[config.mk]
export PLATFORM = sky130hd
export DESIGN_NAME = scc_contact
export DESIGN_NICKNAME = d
export VERILOG_FILES = /design/src/verilog/scc_pkg.sv /design/src/verilog/scc_contact.sv
export SDC_FILE = /design/constraint.sdc
export NUM_CORES = 1
export LEC_CHECK = 0
export BUFFER_PORTS_ARGS = -buffer_cell sky130_fd_sc_hd__buf_2
export CAP_MARGIN = 20
export CORE_AREA = 3 3 63 94
export DETAILED_ROUTE_END_ITERATION = 10
export DIE_AREA = 0 0 66 97
export GPL_TIMING_DRIVEN = 0
export PLACE_DENSITY = 0.83
export SLEW_MARGIN = 40
export SYNTH_ARGS = -nofsm -noshare
export SYNTH_HDL_FRONTEND = slang
export SYNTH_SLANG_ARGS = --single-unit
[constraint.sdc]
create_clock -name clk_i -period 4.32 [get_ports clk_i]
set_input_delay 0.864 -clock clk_i [delete_from_list [all_inputs] [get_ports clk_i]]
set_output_delay 0.864 -clock clk_i [all_outputs]
set_load 0.005 [all_outputs]
[src/verilog/scc_pkg.sv]
// Package with register map, field positions and reset values of the card contact block
package scc_pkg;
    // Register indices; byte address is four times the index
    localparam logic [7:0] SCC_IDX_CONTACT = 8'hAC;
    localparam logic [7:0] SCC_IDX_STATUS = 8'hAD;
    localparam logic [7:0] SCC_IDX_CTRL = 8'hAE;
    localparam logic [7:0] SCC_IDX_TXBUF = 8'hAF;
    localparam logic [7:0] SCC_IDX_IRQ_STAT = 8'hB0;
    localparam logic [7:0] SCC_IDX_IRQ_MASK = 8'hB1;
    localparam int SCC_AW = 10;
    // Contact register fields
    localparam int SCC_CON_CLKSEL = 7;
    localparam int SCC_CON_RSVD = 6;
    localparam int SCC_CON_C8 = 5;
    localparam int SCC_CON_C4 = 4;
    localparam int SCC_CON_IO = 3;
    localparam int SCC_CON_SWCLK = 2;
    localparam int SCC_CON_RST = 1;
    localparam int SCC_CON_VCC = 0;
    // Interface status register fields
    localparam int SCC_ST_TBE = 7;
    localparam int SCC_ST_CARD_INSERTED_STATUS = 6;
    localparam int SCC_ST_OVF = 5;
    localparam int SCC_ST_VOK = 4;
    // Interface control register fields
    localparam int SCC_CTL_SWRST = 7;
    localparam int SCC_CTL_VSEL_LO = 4;
    localparam int SCC_CTL_UART = 3;
    // Interrupt status / mask fields
    localparam int SCC_IRQ_TBE = 0;
    localparam int SCC_IRQ_VERR = 1;
    localparam int SCC_IRQ_OVF = 2;
    localparam int SCC_IRQ_W = 3;
    // Reset values
    localparam logic [7:0] SCC_CONTACT_RST = 8'h00;
    localparam logic [7:0] SCC_CTRL_RST = 8'h00;
    localparam logic SCC_TBE_RST = 1'b1;
    localparam logic [SCC_IRQ_W-1:0] SCC_IRQ_RST = 3'h0;
endpackage

[src/verilog/scc_contact.sv]
// Smart card contact control block with APB register access
// How it works
// - clock select bit 7 picks software level (0) or hardware card clock (1).
// - clock source switch happens only while pin is low, and a new hardware source low too.
// - reserved contact bit 6 is writable, has no effect, reads as zero.
// - C8 bit drives C8 pin low or high; high is released, pin readable.
// - C4 bit drives C4 pin low or high; high is released, pin readable.
// - with UART off, card I/O bit drives pin; write one then read pin.
// - with clock select 0 the software clock level bit drives the clock pin.
// - card reset bit drives card reset pin low or high.
// - supply bit zero powers card off; other contact bits then ignored.
// - contact register resets to all zeros.
// - transmit buffer empty sets when buffer moves into shift register.
// - writing the card UART data buffer clears transmit buffer empty.
// - UART select routes card I/O pin to I/O bit (0) or UART (1).
// - voltage correct status follows the supply-in-range input.
// - interface software reset bit deactivates interface; clearing reactivates.
//
// Local design decision: the APB slave port.

// Limitation: contact writes are not gated on voltage status; software owns that check
// Trade-off: hardware card clock is sampled on clk_i, so its edges land on clk_i edges
module scc_contact
    import scc_pkg::*;
(
    input wire logic clk_i,
    input wire logic rstn_i,
    input wire logic psel_i,
    input wire logic penable_i,
    input wire logic pwrite_i,
    input wire logic [SCC_AW-1:0] paddr_i,
    input wire logic [31:0] pwdata_i,
    output logic [31:0] prdata_o,
    output logic pready_o,
    output logic pslverr_o,
    input wire logic card_hw_clock_i,
    input wire logic uart_tx_i,
    input wire logic tx_buf_moved_i,
    input wire logic card_present_i,
    input wire logic card_voltage_ok_i,
    input wire logic card_overcurrent_i,
    input wire logic card_io_pin_i,
    input wire logic aux_pin_four_i,
    input wire logic aux_pin_eight_i,
    output logic card_io_pin_o,
    output logic card_io_pin_oe_o,
    output logic aux_pin_four_o,
    output logic aux_pin_four_oe_o,
    output logic aux_pin_eight_o,
    output logic aux_pin_eight_oe_o,
    output logic card_clock_pin_o,
    output logic card_reset_pin_o,
    output logic card_supply_en_o,
    output logic [1:0] card_voltage_select_o,
    output logic [7:0] tx_data_o,
    output logic tx_data_valid_o,
    output logic irq_o
);
    // Whole block state in one register; reset and update stay in one place
    typedef struct packed {
        // Software-visible registers
        logic [7:0] contact;
        logic [7:0] ctrl;
        logic tbe;
        logic [7:0] txdata;
        logic txvalid;
        logic [SCC_IRQ_W-1:0] ist;
        logic [SCC_IRQ_W-1:0] imask;
        // Previous levels for event edges
        logic vok_prev;
        logic ovf_prev;
        // Card pin drivers
        logic clk_sel;
        logic clk_pin;
        logic io_o;
        logic io_oe;
        logic c4_o;
        logic c4_oe;
        logic c8_o;
        logic c8_oe;
        logic rst_pin;
        logic vcc;
        // Interrupt line and bus answer
        logic irq;
        logic pready;
        logic [31:0] prdata;
        logic pslverr;
    } scc_state_t;

    // Current and next copy of the state
    scc_state_t s_q;
    scc_state_t s_d;

    // Decode and helper nets
    logic acc;
    logic wr;
    logic [7:0] idx;
    logic active;
    logic want_hw;
    logic new_src;
    logic [7:0] rd;
    logic [7:0] st;
    logic hit;
    logic old_hi;
    logic [2:0] pin_in;
    logic [2:0] pin_rb;

    // Word index from byte address; low two bits must be zero
    assign idx = paddr_i[SCC_AW-1:2];
    // Access completes in the cycle that shows ready
    assign acc = psel_i & penable_i & s_q.pready;
    assign wr = acc & pwrite_i;
    // Card is live only with supply bit set and interface out of reset
    assign active = s_q.contact[SCC_CON_VCC] & ~s_q.ctrl[SCC_CTL_SWRST];

    // Status view: tbe, presence, overcurrent, voltage ok; UART bits live elsewhere
    assign st = {s_q.tbe, card_present_i, card_overcurrent_i, card_voltage_ok_i,
                 4'h0};

    // Pin-backed contact bits: stored bit AND pin level, one slice per pin
    // A released pin shows the card's level, so a card pulling low reads zero
    assign pin_in = {aux_pin_eight_i, aux_pin_four_i, card_io_pin_i};
    for (genvar g = 0; g < 3; g++) begin : g_pin_rb
        assign pin_rb[g] = s_q.contact[SCC_CON_IO+g] & pin_in[g];
    end


    // Read mux; pin-backed contact bits return stored bit AND pin level
    always_comb begin
        rd = 8'h00;
        hit = 1'b1;
        // One byte register per word
        case (idx)
            SCC_IDX_CONTACT: begin
                rd = s_q.contact;
                rd[SCC_CON_RSVD] = 1'b0;
                rd[SCC_CON_C8] = pin_rb[2];
                rd[SCC_CON_C4] = pin_rb[1];
                rd[SCC_CON_IO] = pin_rb[0];
            end
            SCC_IDX_STATUS: rd = st;
            SCC_IDX_CTRL: rd = s_q.ctrl;
            SCC_IDX_TXBUF: rd = s_q.txdata;
            SCC_IDX_IRQ_STAT: rd = {5'h00, s_q.ist};
            SCC_IDX_IRQ_MASK: rd = {5'h00, s_q.imask};
            default: hit = 1'b0;
        endcase
        // Misaligned access: refuse and return zero
        if (paddr_i[1:0] != 2'b00) begin
            hit = 1'b0;
            rd = 8'h00;
        end
    end

    // Next-state logic for the whole block
    always_comb begin
        s_d = s_q;
        // One wait state: pready rises in the second access cycle, then drops
        s_d.pready = psel_i & penable_i & ~s_q.pready;
        s_d.prdata = 32'h0000_0000;
        s_d.pslverr = 1'b0;
        s_d.txvalid = 1'b0;
        if (acc) begin
            s_d.pready = 1'b0;
        end

        // Read data captured in the first access cycle, shown with ready
        if (psel_i & penable_i & ~s_q.pready) begin
            s_d.prdata = pwrite_i ? 32'h0000_0000 : {24'h00_0000, rd};
            s_d.pslverr = ~hit;
        end

        // Register writes take effect only at the completing edge
        if (wr & hit) begin
            case (idx)
                SCC_IDX_CONTACT: s_d.contact = pwdata_i[7:0];
                SCC_IDX_CTRL: s_d.ctrl = pwdata_i[7:0];
                // Data buffer write hands a byte to the UART and marks it full
                SCC_IDX_TXBUF: begin
                    s_d.txdata = pwdata_i[7:0];
                    s_d.txvalid = 1'b1;
                    s_d.tbe = 1'b0;
                end
                // Write one to clear; zeros leave bits alone
                SCC_IDX_IRQ_STAT: s_d.ist = s_q.ist & ~pwdata_i[SCC_IRQ_W-1:0];
                SCC_IDX_IRQ_MASK: s_d.imask = pwdata_i[SCC_IRQ_W-1:0];
                default: s_d.contact = s_q.contact;
            endcase
        end

        // Hardware set after clear: an event in the clearing cycle survives
        if (tx_buf_moved_i) begin
            s_d.tbe = 1'b1;
        end

        // Previous levels for the voltage and overcurrent edge detectors
        s_d.vok_prev = card_voltage_ok_i;
        s_d.ovf_prev = card_overcurrent_i;

        // Sticky interrupt causes; a set beats a clear in the same cycle
        if (tx_buf_moved_i) begin
            s_d.ist[SCC_IRQ_TBE] = 1'b1;
        end
        if (s_q.vok_prev & ~card_voltage_ok_i) begin
            s_d.ist[SCC_IRQ_VERR] = 1'b1;
        end
        if (~s_q.ovf_prev & card_overcurrent_i) begin
            s_d.ist[SCC_IRQ_OVF] = 1'b1;
        end

        // Software reset of the interface deactivates the contacts
        if (s_q.ctrl[SCC_CTL_SWRST]) begin
            s_d.contact = SCC_CONTACT_RST;
            s_d.tbe = SCC_TBE_RST;
        end

        // Card clock: switch source only at a low phase so no runt can appear
        // Old hardware source keeps the pin until its own fall; a software
        // level is static, so its high may end at once
        want_hw = s_q.contact[SCC_CON_CLKSEL];
        new_src = want_hw ? card_hw_clock_i : s_q.contact[SCC_CON_SWCLK];
        old_hi = s_q.clk_sel & card_hw_clock_i;
        if (s_q.clk_sel == want_hw) begin
            s_d.clk_pin = new_src;
        end else if (~s_q.clk_pin & ~(want_hw & new_src)) begin
            // Pin low: hand over; a new hardware source must be low as well
            s_d.clk_sel = want_hw;
            s_d.clk_pin = 1'b0;
        end else begin
            // Until the handover the pin may fall but never rise
            s_d.clk_pin = s_q.clk_pin & old_hi;
        end

        // Pseudo-bidirectional contacts: drive low, release for high
        s_d.c8_o = s_q.contact[SCC_CON_C8];
        s_d.c8_oe = ~s_q.contact[SCC_CON_C8];
        s_d.c4_o = s_q.contact[SCC_CON_C4];
        s_d.c4_oe = ~s_q.contact[SCC_CON_C4];
        // Card I/O: UART line or software bit, same release-for-high scheme
        if (s_q.ctrl[SCC_CTL_UART]) begin
            s_d.io_o = uart_tx_i;
            s_d.io_oe = ~uart_tx_i;
        end else begin
            s_d.io_o = s_q.contact[SCC_CON_IO];
            s_d.io_oe = ~s_q.contact[SCC_CON_IO];
        end
        // Reset contact and supply enable follow their bits
        s_d.rst_pin = s_q.contact[SCC_CON_RST];
        s_d.vcc = active;

        // Powered-off card: every contact held low, register bits ignored
        if (~active) begin
            s_d.clk_pin = 1'b0;
            s_d.clk_sel = 1'b0;
            s_d.c8_o = 1'b0;
            s_d.c8_oe = 1'b1;
            s_d.c4_o = 1'b0;
            s_d.c4_oe = 1'b1;
            s_d.io_o = 1'b0;
            s_d.io_oe = 1'b1;
            s_d.rst_pin = 1'b0;
        end

        // Interrupt from the next state, so it rises with its status bit
        s_d.irq = |(s_d.ist & s_d.imask);
    end

    // Single state register; reset values are constants only
    always_ff @(posedge clk_i or negedge rstn_i) begin
        if (!rstn_i) begin
            s_q <= '0;
            s_q.contact <= SCC_CONTACT_RST;
            s_q.ctrl <= SCC_CTRL_RST;
            s_q.tbe <= SCC_TBE_RST;
            s_q.ist <= SCC_IRQ_RST;
            s_q.imask <= SCC_IRQ_RST;
            // Pins driven low until software powers the card
            s_q.c8_oe <= 1'b1;
            s_q.c4_oe <= 1'b1;
            s_q.io_oe <= 1'b1;
        end else begin
            s_q <= s_d;
        end
    end

    // Outputs straight from state flops
    assign prdata_o = s_q.prdata;
    assign pready_o = s_q.pready;
    assign pslverr_o = s_q.pslverr;
    assign card_io_pin_o = s_q.io_o;
    assign card_io_pin_oe_o = s_q.io_oe;
    assign aux_pin_four_o = s_q.c4_o;
    assign aux_pin_four_oe_o = s_q.c4_oe;
    assign aux_pin_eight_o = s_q.c8_o;
    assign aux_pin_eight_oe_o = s_q.c8_oe;
    assign card_clock_pin_o = s_q.clk_pin;
    assign card_reset_pin_o = s_q.rst_pin;
    assign card_supply_en_o = s_q.vcc;
    // Voltage choice goes straight to the supply converter
    assign card_voltage_select_o = s_q.ctrl[SCC_CTL_VSEL_LO+1:SCC_CTL_VSEL_LO];
    assign tx_data_o = s_q.txdata;
    assign tx_data_valid_o = s_q.txvalid;
    assign irq_o = s_q.irq;
endmodule

Word level (Yosys, flattened, before mapping)

Index checks and enable logic that the tools add are counted.
W data, S select, Z words.

Bits in registers: 79
Bits of input ports: 56
Output and inout bits: 55
Word-level logic and storage cells: 99

Equality and inequality tests: 9
Multiplexer cells: 26
Bitwise operators: 29
Reductions and logical operators: 12

Operators with widths:

| cell                 | number |
|---|---|
| $eq A8 B8 Y1 const B | 6 |
| $pmux W8 S6          | 1 |
| $mux W8              | 5 |
| $mux W32             | 1 |
| $mux W9              | 2 |
| $and A1 B1 Y1        | 15 |
| $mux W1              | 13 |
| $not A1 Y1           | 11 |
| $mux W10             | 1 |
| $reduce_and A2 Y1    | 5 |
| $and A3 B3 Y3        | 2 |
| $mux W3              | 2 |
| $reduce_bool A2 Y1   | 3 |
| $reduce_bool A3 Y1   | 2 |
| $reduce_or A6 Y1     | 1 |
| $not A3 Y3           | 1 |
| $reduce_or A3 Y1     | 1 |
| $mux W2              | 1 |
| $ne A2 B1 Y1 const B | 1 |
| $ne A2 B2 Y1 const B | 1 |
| $eq A1 B1 Y1         | 1 |

Logic depth before layout (Yosys ltp)

Depth after elaboration: 9
Gate-level depth with buffers: 6
Depth with buffers taken out: 5

Worst setup path after synthesis

No wires, ideal clock.

Kind: input port to flip-flop
From: input paddr_i[3]
To: register s_q, in the netlist irq_o
Setup time: 120 ps
Data arrival time: 2,461 ps
Required time: 4,200 ps
Path slack: 1,740 ps
Stages: 5
Buffers on the path: 0
Cells stage by stage: or4b_4 > nor4_1 > mux2_2 > a22oi_2 > nand2_1

RTL lines:

| item               | line              | RTL |
|---|---|---|
| start: declaration | scc_contact.sv:31 | `input wire logic [SCC_AW-1:0] paddr_i,` |
| end: declaration   | scc_contact.sv:91 | `scc_state_t s_q;` |

==> flow_metrics.tcl <==
set metrics [dict create \
    setup_viol 0 \
    critPathRequiredTime_ns 4.52 \
    wl_met1_mm 1.95 \
    num_rows 32 \
    yosysMostFrequentCell "dfrtp_1" \
    ys_seq_elements 54 \
    hold_buffers 0 \
    core_area_sq_um 5160 \
    htreeDepth 2 \
    area_delta_synth_final_pct 22.9 \
    netSwitchingFraction_pct 21.0 \
    die_y_um 97 \
    worstSetupPathType "in -> reg" \
    antenna_cells 0 \
    port_buffers 62 \
    ys_types 41 \
    slowest_stage "nor4_1" \
    postCtsSetupBuffers 0 \
    vias_per_cell 4.82 \
    ir_drop_uv 252 \
    rsz0062_at_grt "false" \
    io_pins 111 \
    first_iter_violations 52 \
    worstSkewPairLatency_ns 0.30 \
    netlist_area_sq_um 2620 \
    drive_gt1_share_pct 44.3 \
    synth_edf_count 0 \
    wl_per_cell_um 13.3 \
    finalHoldViolations 0 \
    cts_buffers 5 \
    top_layer "met4" \
    yosysWarningCount 0 \
    path_clk_slew_ns 0.09 \
    period_needed_ns 2.61 \
    ctsResizeCount 0 \
    die_x_um 66 \
    synth_area_per_cell_sq_um 11.3 \
    dieArea_sq_um 6400 \
    ys_seq_area_share_pct 51.8 \
    switching_power_uw 194 \
    cpLargestDelayFamily "simple AND/OR/NAND/NOR gates" \
    crit_buf_inv 1 \
    max_stage_delay_ns 0.61 \
    clock_path_buffers 2 \
    drc_errors 0 \
    grt_overflow 0 \
    grt_max_degree 55 \
    gp_congestion 0.780 \
    start_util_pct 50.7 \
    maxSlewViolCount 0 \
    power_frac_seq_pct 55.0 \
    ys_async_sr_fraction_pct 100 \
    met2_length_mm 2.87 \
    crit_fanout 4 \
    leakagePower_uw 0.00181 \
    internal_power_uw 730 \
    synthCells 232 \
    yosys-top-cells-count "dfrtp_1, buf_4, nor2_1" \
    p_comb_share_pct 8.0 \
    skew_ns 0.00892 \
    synthTopCellsByArea "dfrtp_1, buf_4, mux2_2, mux2i_1, dfstp_2" \
    vias 1894 \
    cts_tree "done" \
    max_freq_mhz 383 \
    startpoint_type "input pin" \
    dp.final_hpwl_mm 3.97 \
    total_power_uw 924 \
    cp.arrival_ns 2.81 \
    grt_pass1_wl_mm 8.48 \
    clock_sinks 54 \
    wl_met3_um 302 \
    final_nets 380 \
    drt_first_pass_iters 4 \
    max_slew.worst_pin.slew_ns 0.654 \
    final.period_utilization_pct 60.4 \
    wl_mm 5.24 \
    max_slew_margin_pct 56.0 \
    synth.top_cell.area_share_pct 47.8 \
    hold_path.class "reg -> reg" \
    cts_root_buffer "clkbuf_8" \
    grt_pass1_vias 1802 \
    ys.flop_type "dfrtp_1" \
    antenna_found_initial 0 \
    cp-end-kind "flop" \
    crit_chain "buf_2 -> or4b_4 -> nor4_1 -> mux2_2 -> a22oi_2 -> nand2_1" \
    status "finished, final reports clean" \
    clockPowerShare_pct 37.0 \
    grt_util_all_layers_pct 17.3 \
    detail-route-antenna-nets 0 \
    fillers 439 \
    power_density_nw_per_um2 287 \
    cap_violations 0 \
    fin_setup_tns_ns 0 \
    synth_top_cell_by_area "dfrtp_1" \
]
==> metal layers <==
metal,global-route usage [%],vias to the layer above
met5,0,-
met4,5.48,0
met3,3.60,13
met2,31.7,73
met1,19.4,891
li1,-,917
==> power by group through the flow <==
stage                     combinational (uW)  clock [uW]  sequential [uW]
after floorplan                         37.5           0              519
after global placement                  72.0           0              519
after detailed placement                73.3           0              519
after CTS                               73.4         350              509
after global routing                    82.7         370              509
final                                   73.7         342              509
==> cells by family after synthesis <==
kind of cell	synth area share, %
muxes	15.6
other	0.143
AOI/OAI and AO/OA	6.26
and+or+nand+nor	12.4
buffers and inverters	13.8
DFF	51.8
==> cell usage in the layout, fill, tap and decap left out, types with 5 or more instances in the layout <==
cell type  count
inv_1          6
conb_1        24
mux2i_1       15
clkbuf_8       6
buf_4         43
nor2_1        23
clkbuf_1       6
mux2_2        21
a21oi_1        5
buf_2         61
nand2_1       14
dfrtp_1       50
==> cell type report <==
class                           count  area (sq um)  area share, %
Tap cell                           68          85.1           2.64
Clock inverter                      1          30.0          0.933
Inverter                            6          22.5          0.700
Timing Repair Buffer               62           313           9.72
Multi-Input combinational cell    147           987           30.7
Clock buffer                        7          86.3           2.68
Buffer                             48           338           10.5
Sequential cell                    54          1360           42.1
==> stage by stage <==
stage	cell area (sq um)	setup slack [ns]	cells	util, %	hold WS (ns)
2_1_floorplan	2700	1.74	255	-	0.411
3_3_place_gp	3100	1.44	385	60.0	0.455
3_5_place_dp	3100	1.38	385	60.1	0.461
4_1_cts	3220	1.71	393	62.3	0.475
5_1_grt	3220	1.64	393	62.3	0.491
6_report	3220	1.71	393	62.3	0.480
==> worst paths after layout <==
check	from	endpoint	slack, ns	depth (start not counted)
max	paddr_i[3]	irq_o	1.71	6
min reg2reg	s_q[75]	aux_pin_four_oe_o	0.48	1
min	s_q[75]	aux_pin_four_oe_o	0.48	1
max reg2reg	pready_o	tx_data_o[3]	2.28	4
max in group asynchronous	rstn_i	pready_o	3.30	1
min in group asynchronous	rstn_i	prdata_o[6]	0.59	1
==> flip-flops by register name (all words and copies together) (netlist names) <==
name	flops
s_q	23
prdata_o	8
tx_data_o	8
card_voltage_select_o	2
aux_pin_eight_o	1
aux_pin_eight_oe_o	1
aux_pin_four_o	1
aux_pin_four_oe_o	1
card_clock_pin_o	1
card_io_pin_o	1
card_io_pin_oe_o	1
card_reset_pin_o	1
card_supply_en_o	1
irq_o	1
pready_o	1
pslverr_o	1
tx_data_valid_o	1
No activity file was read; power rests on OpenSTA's default activity.
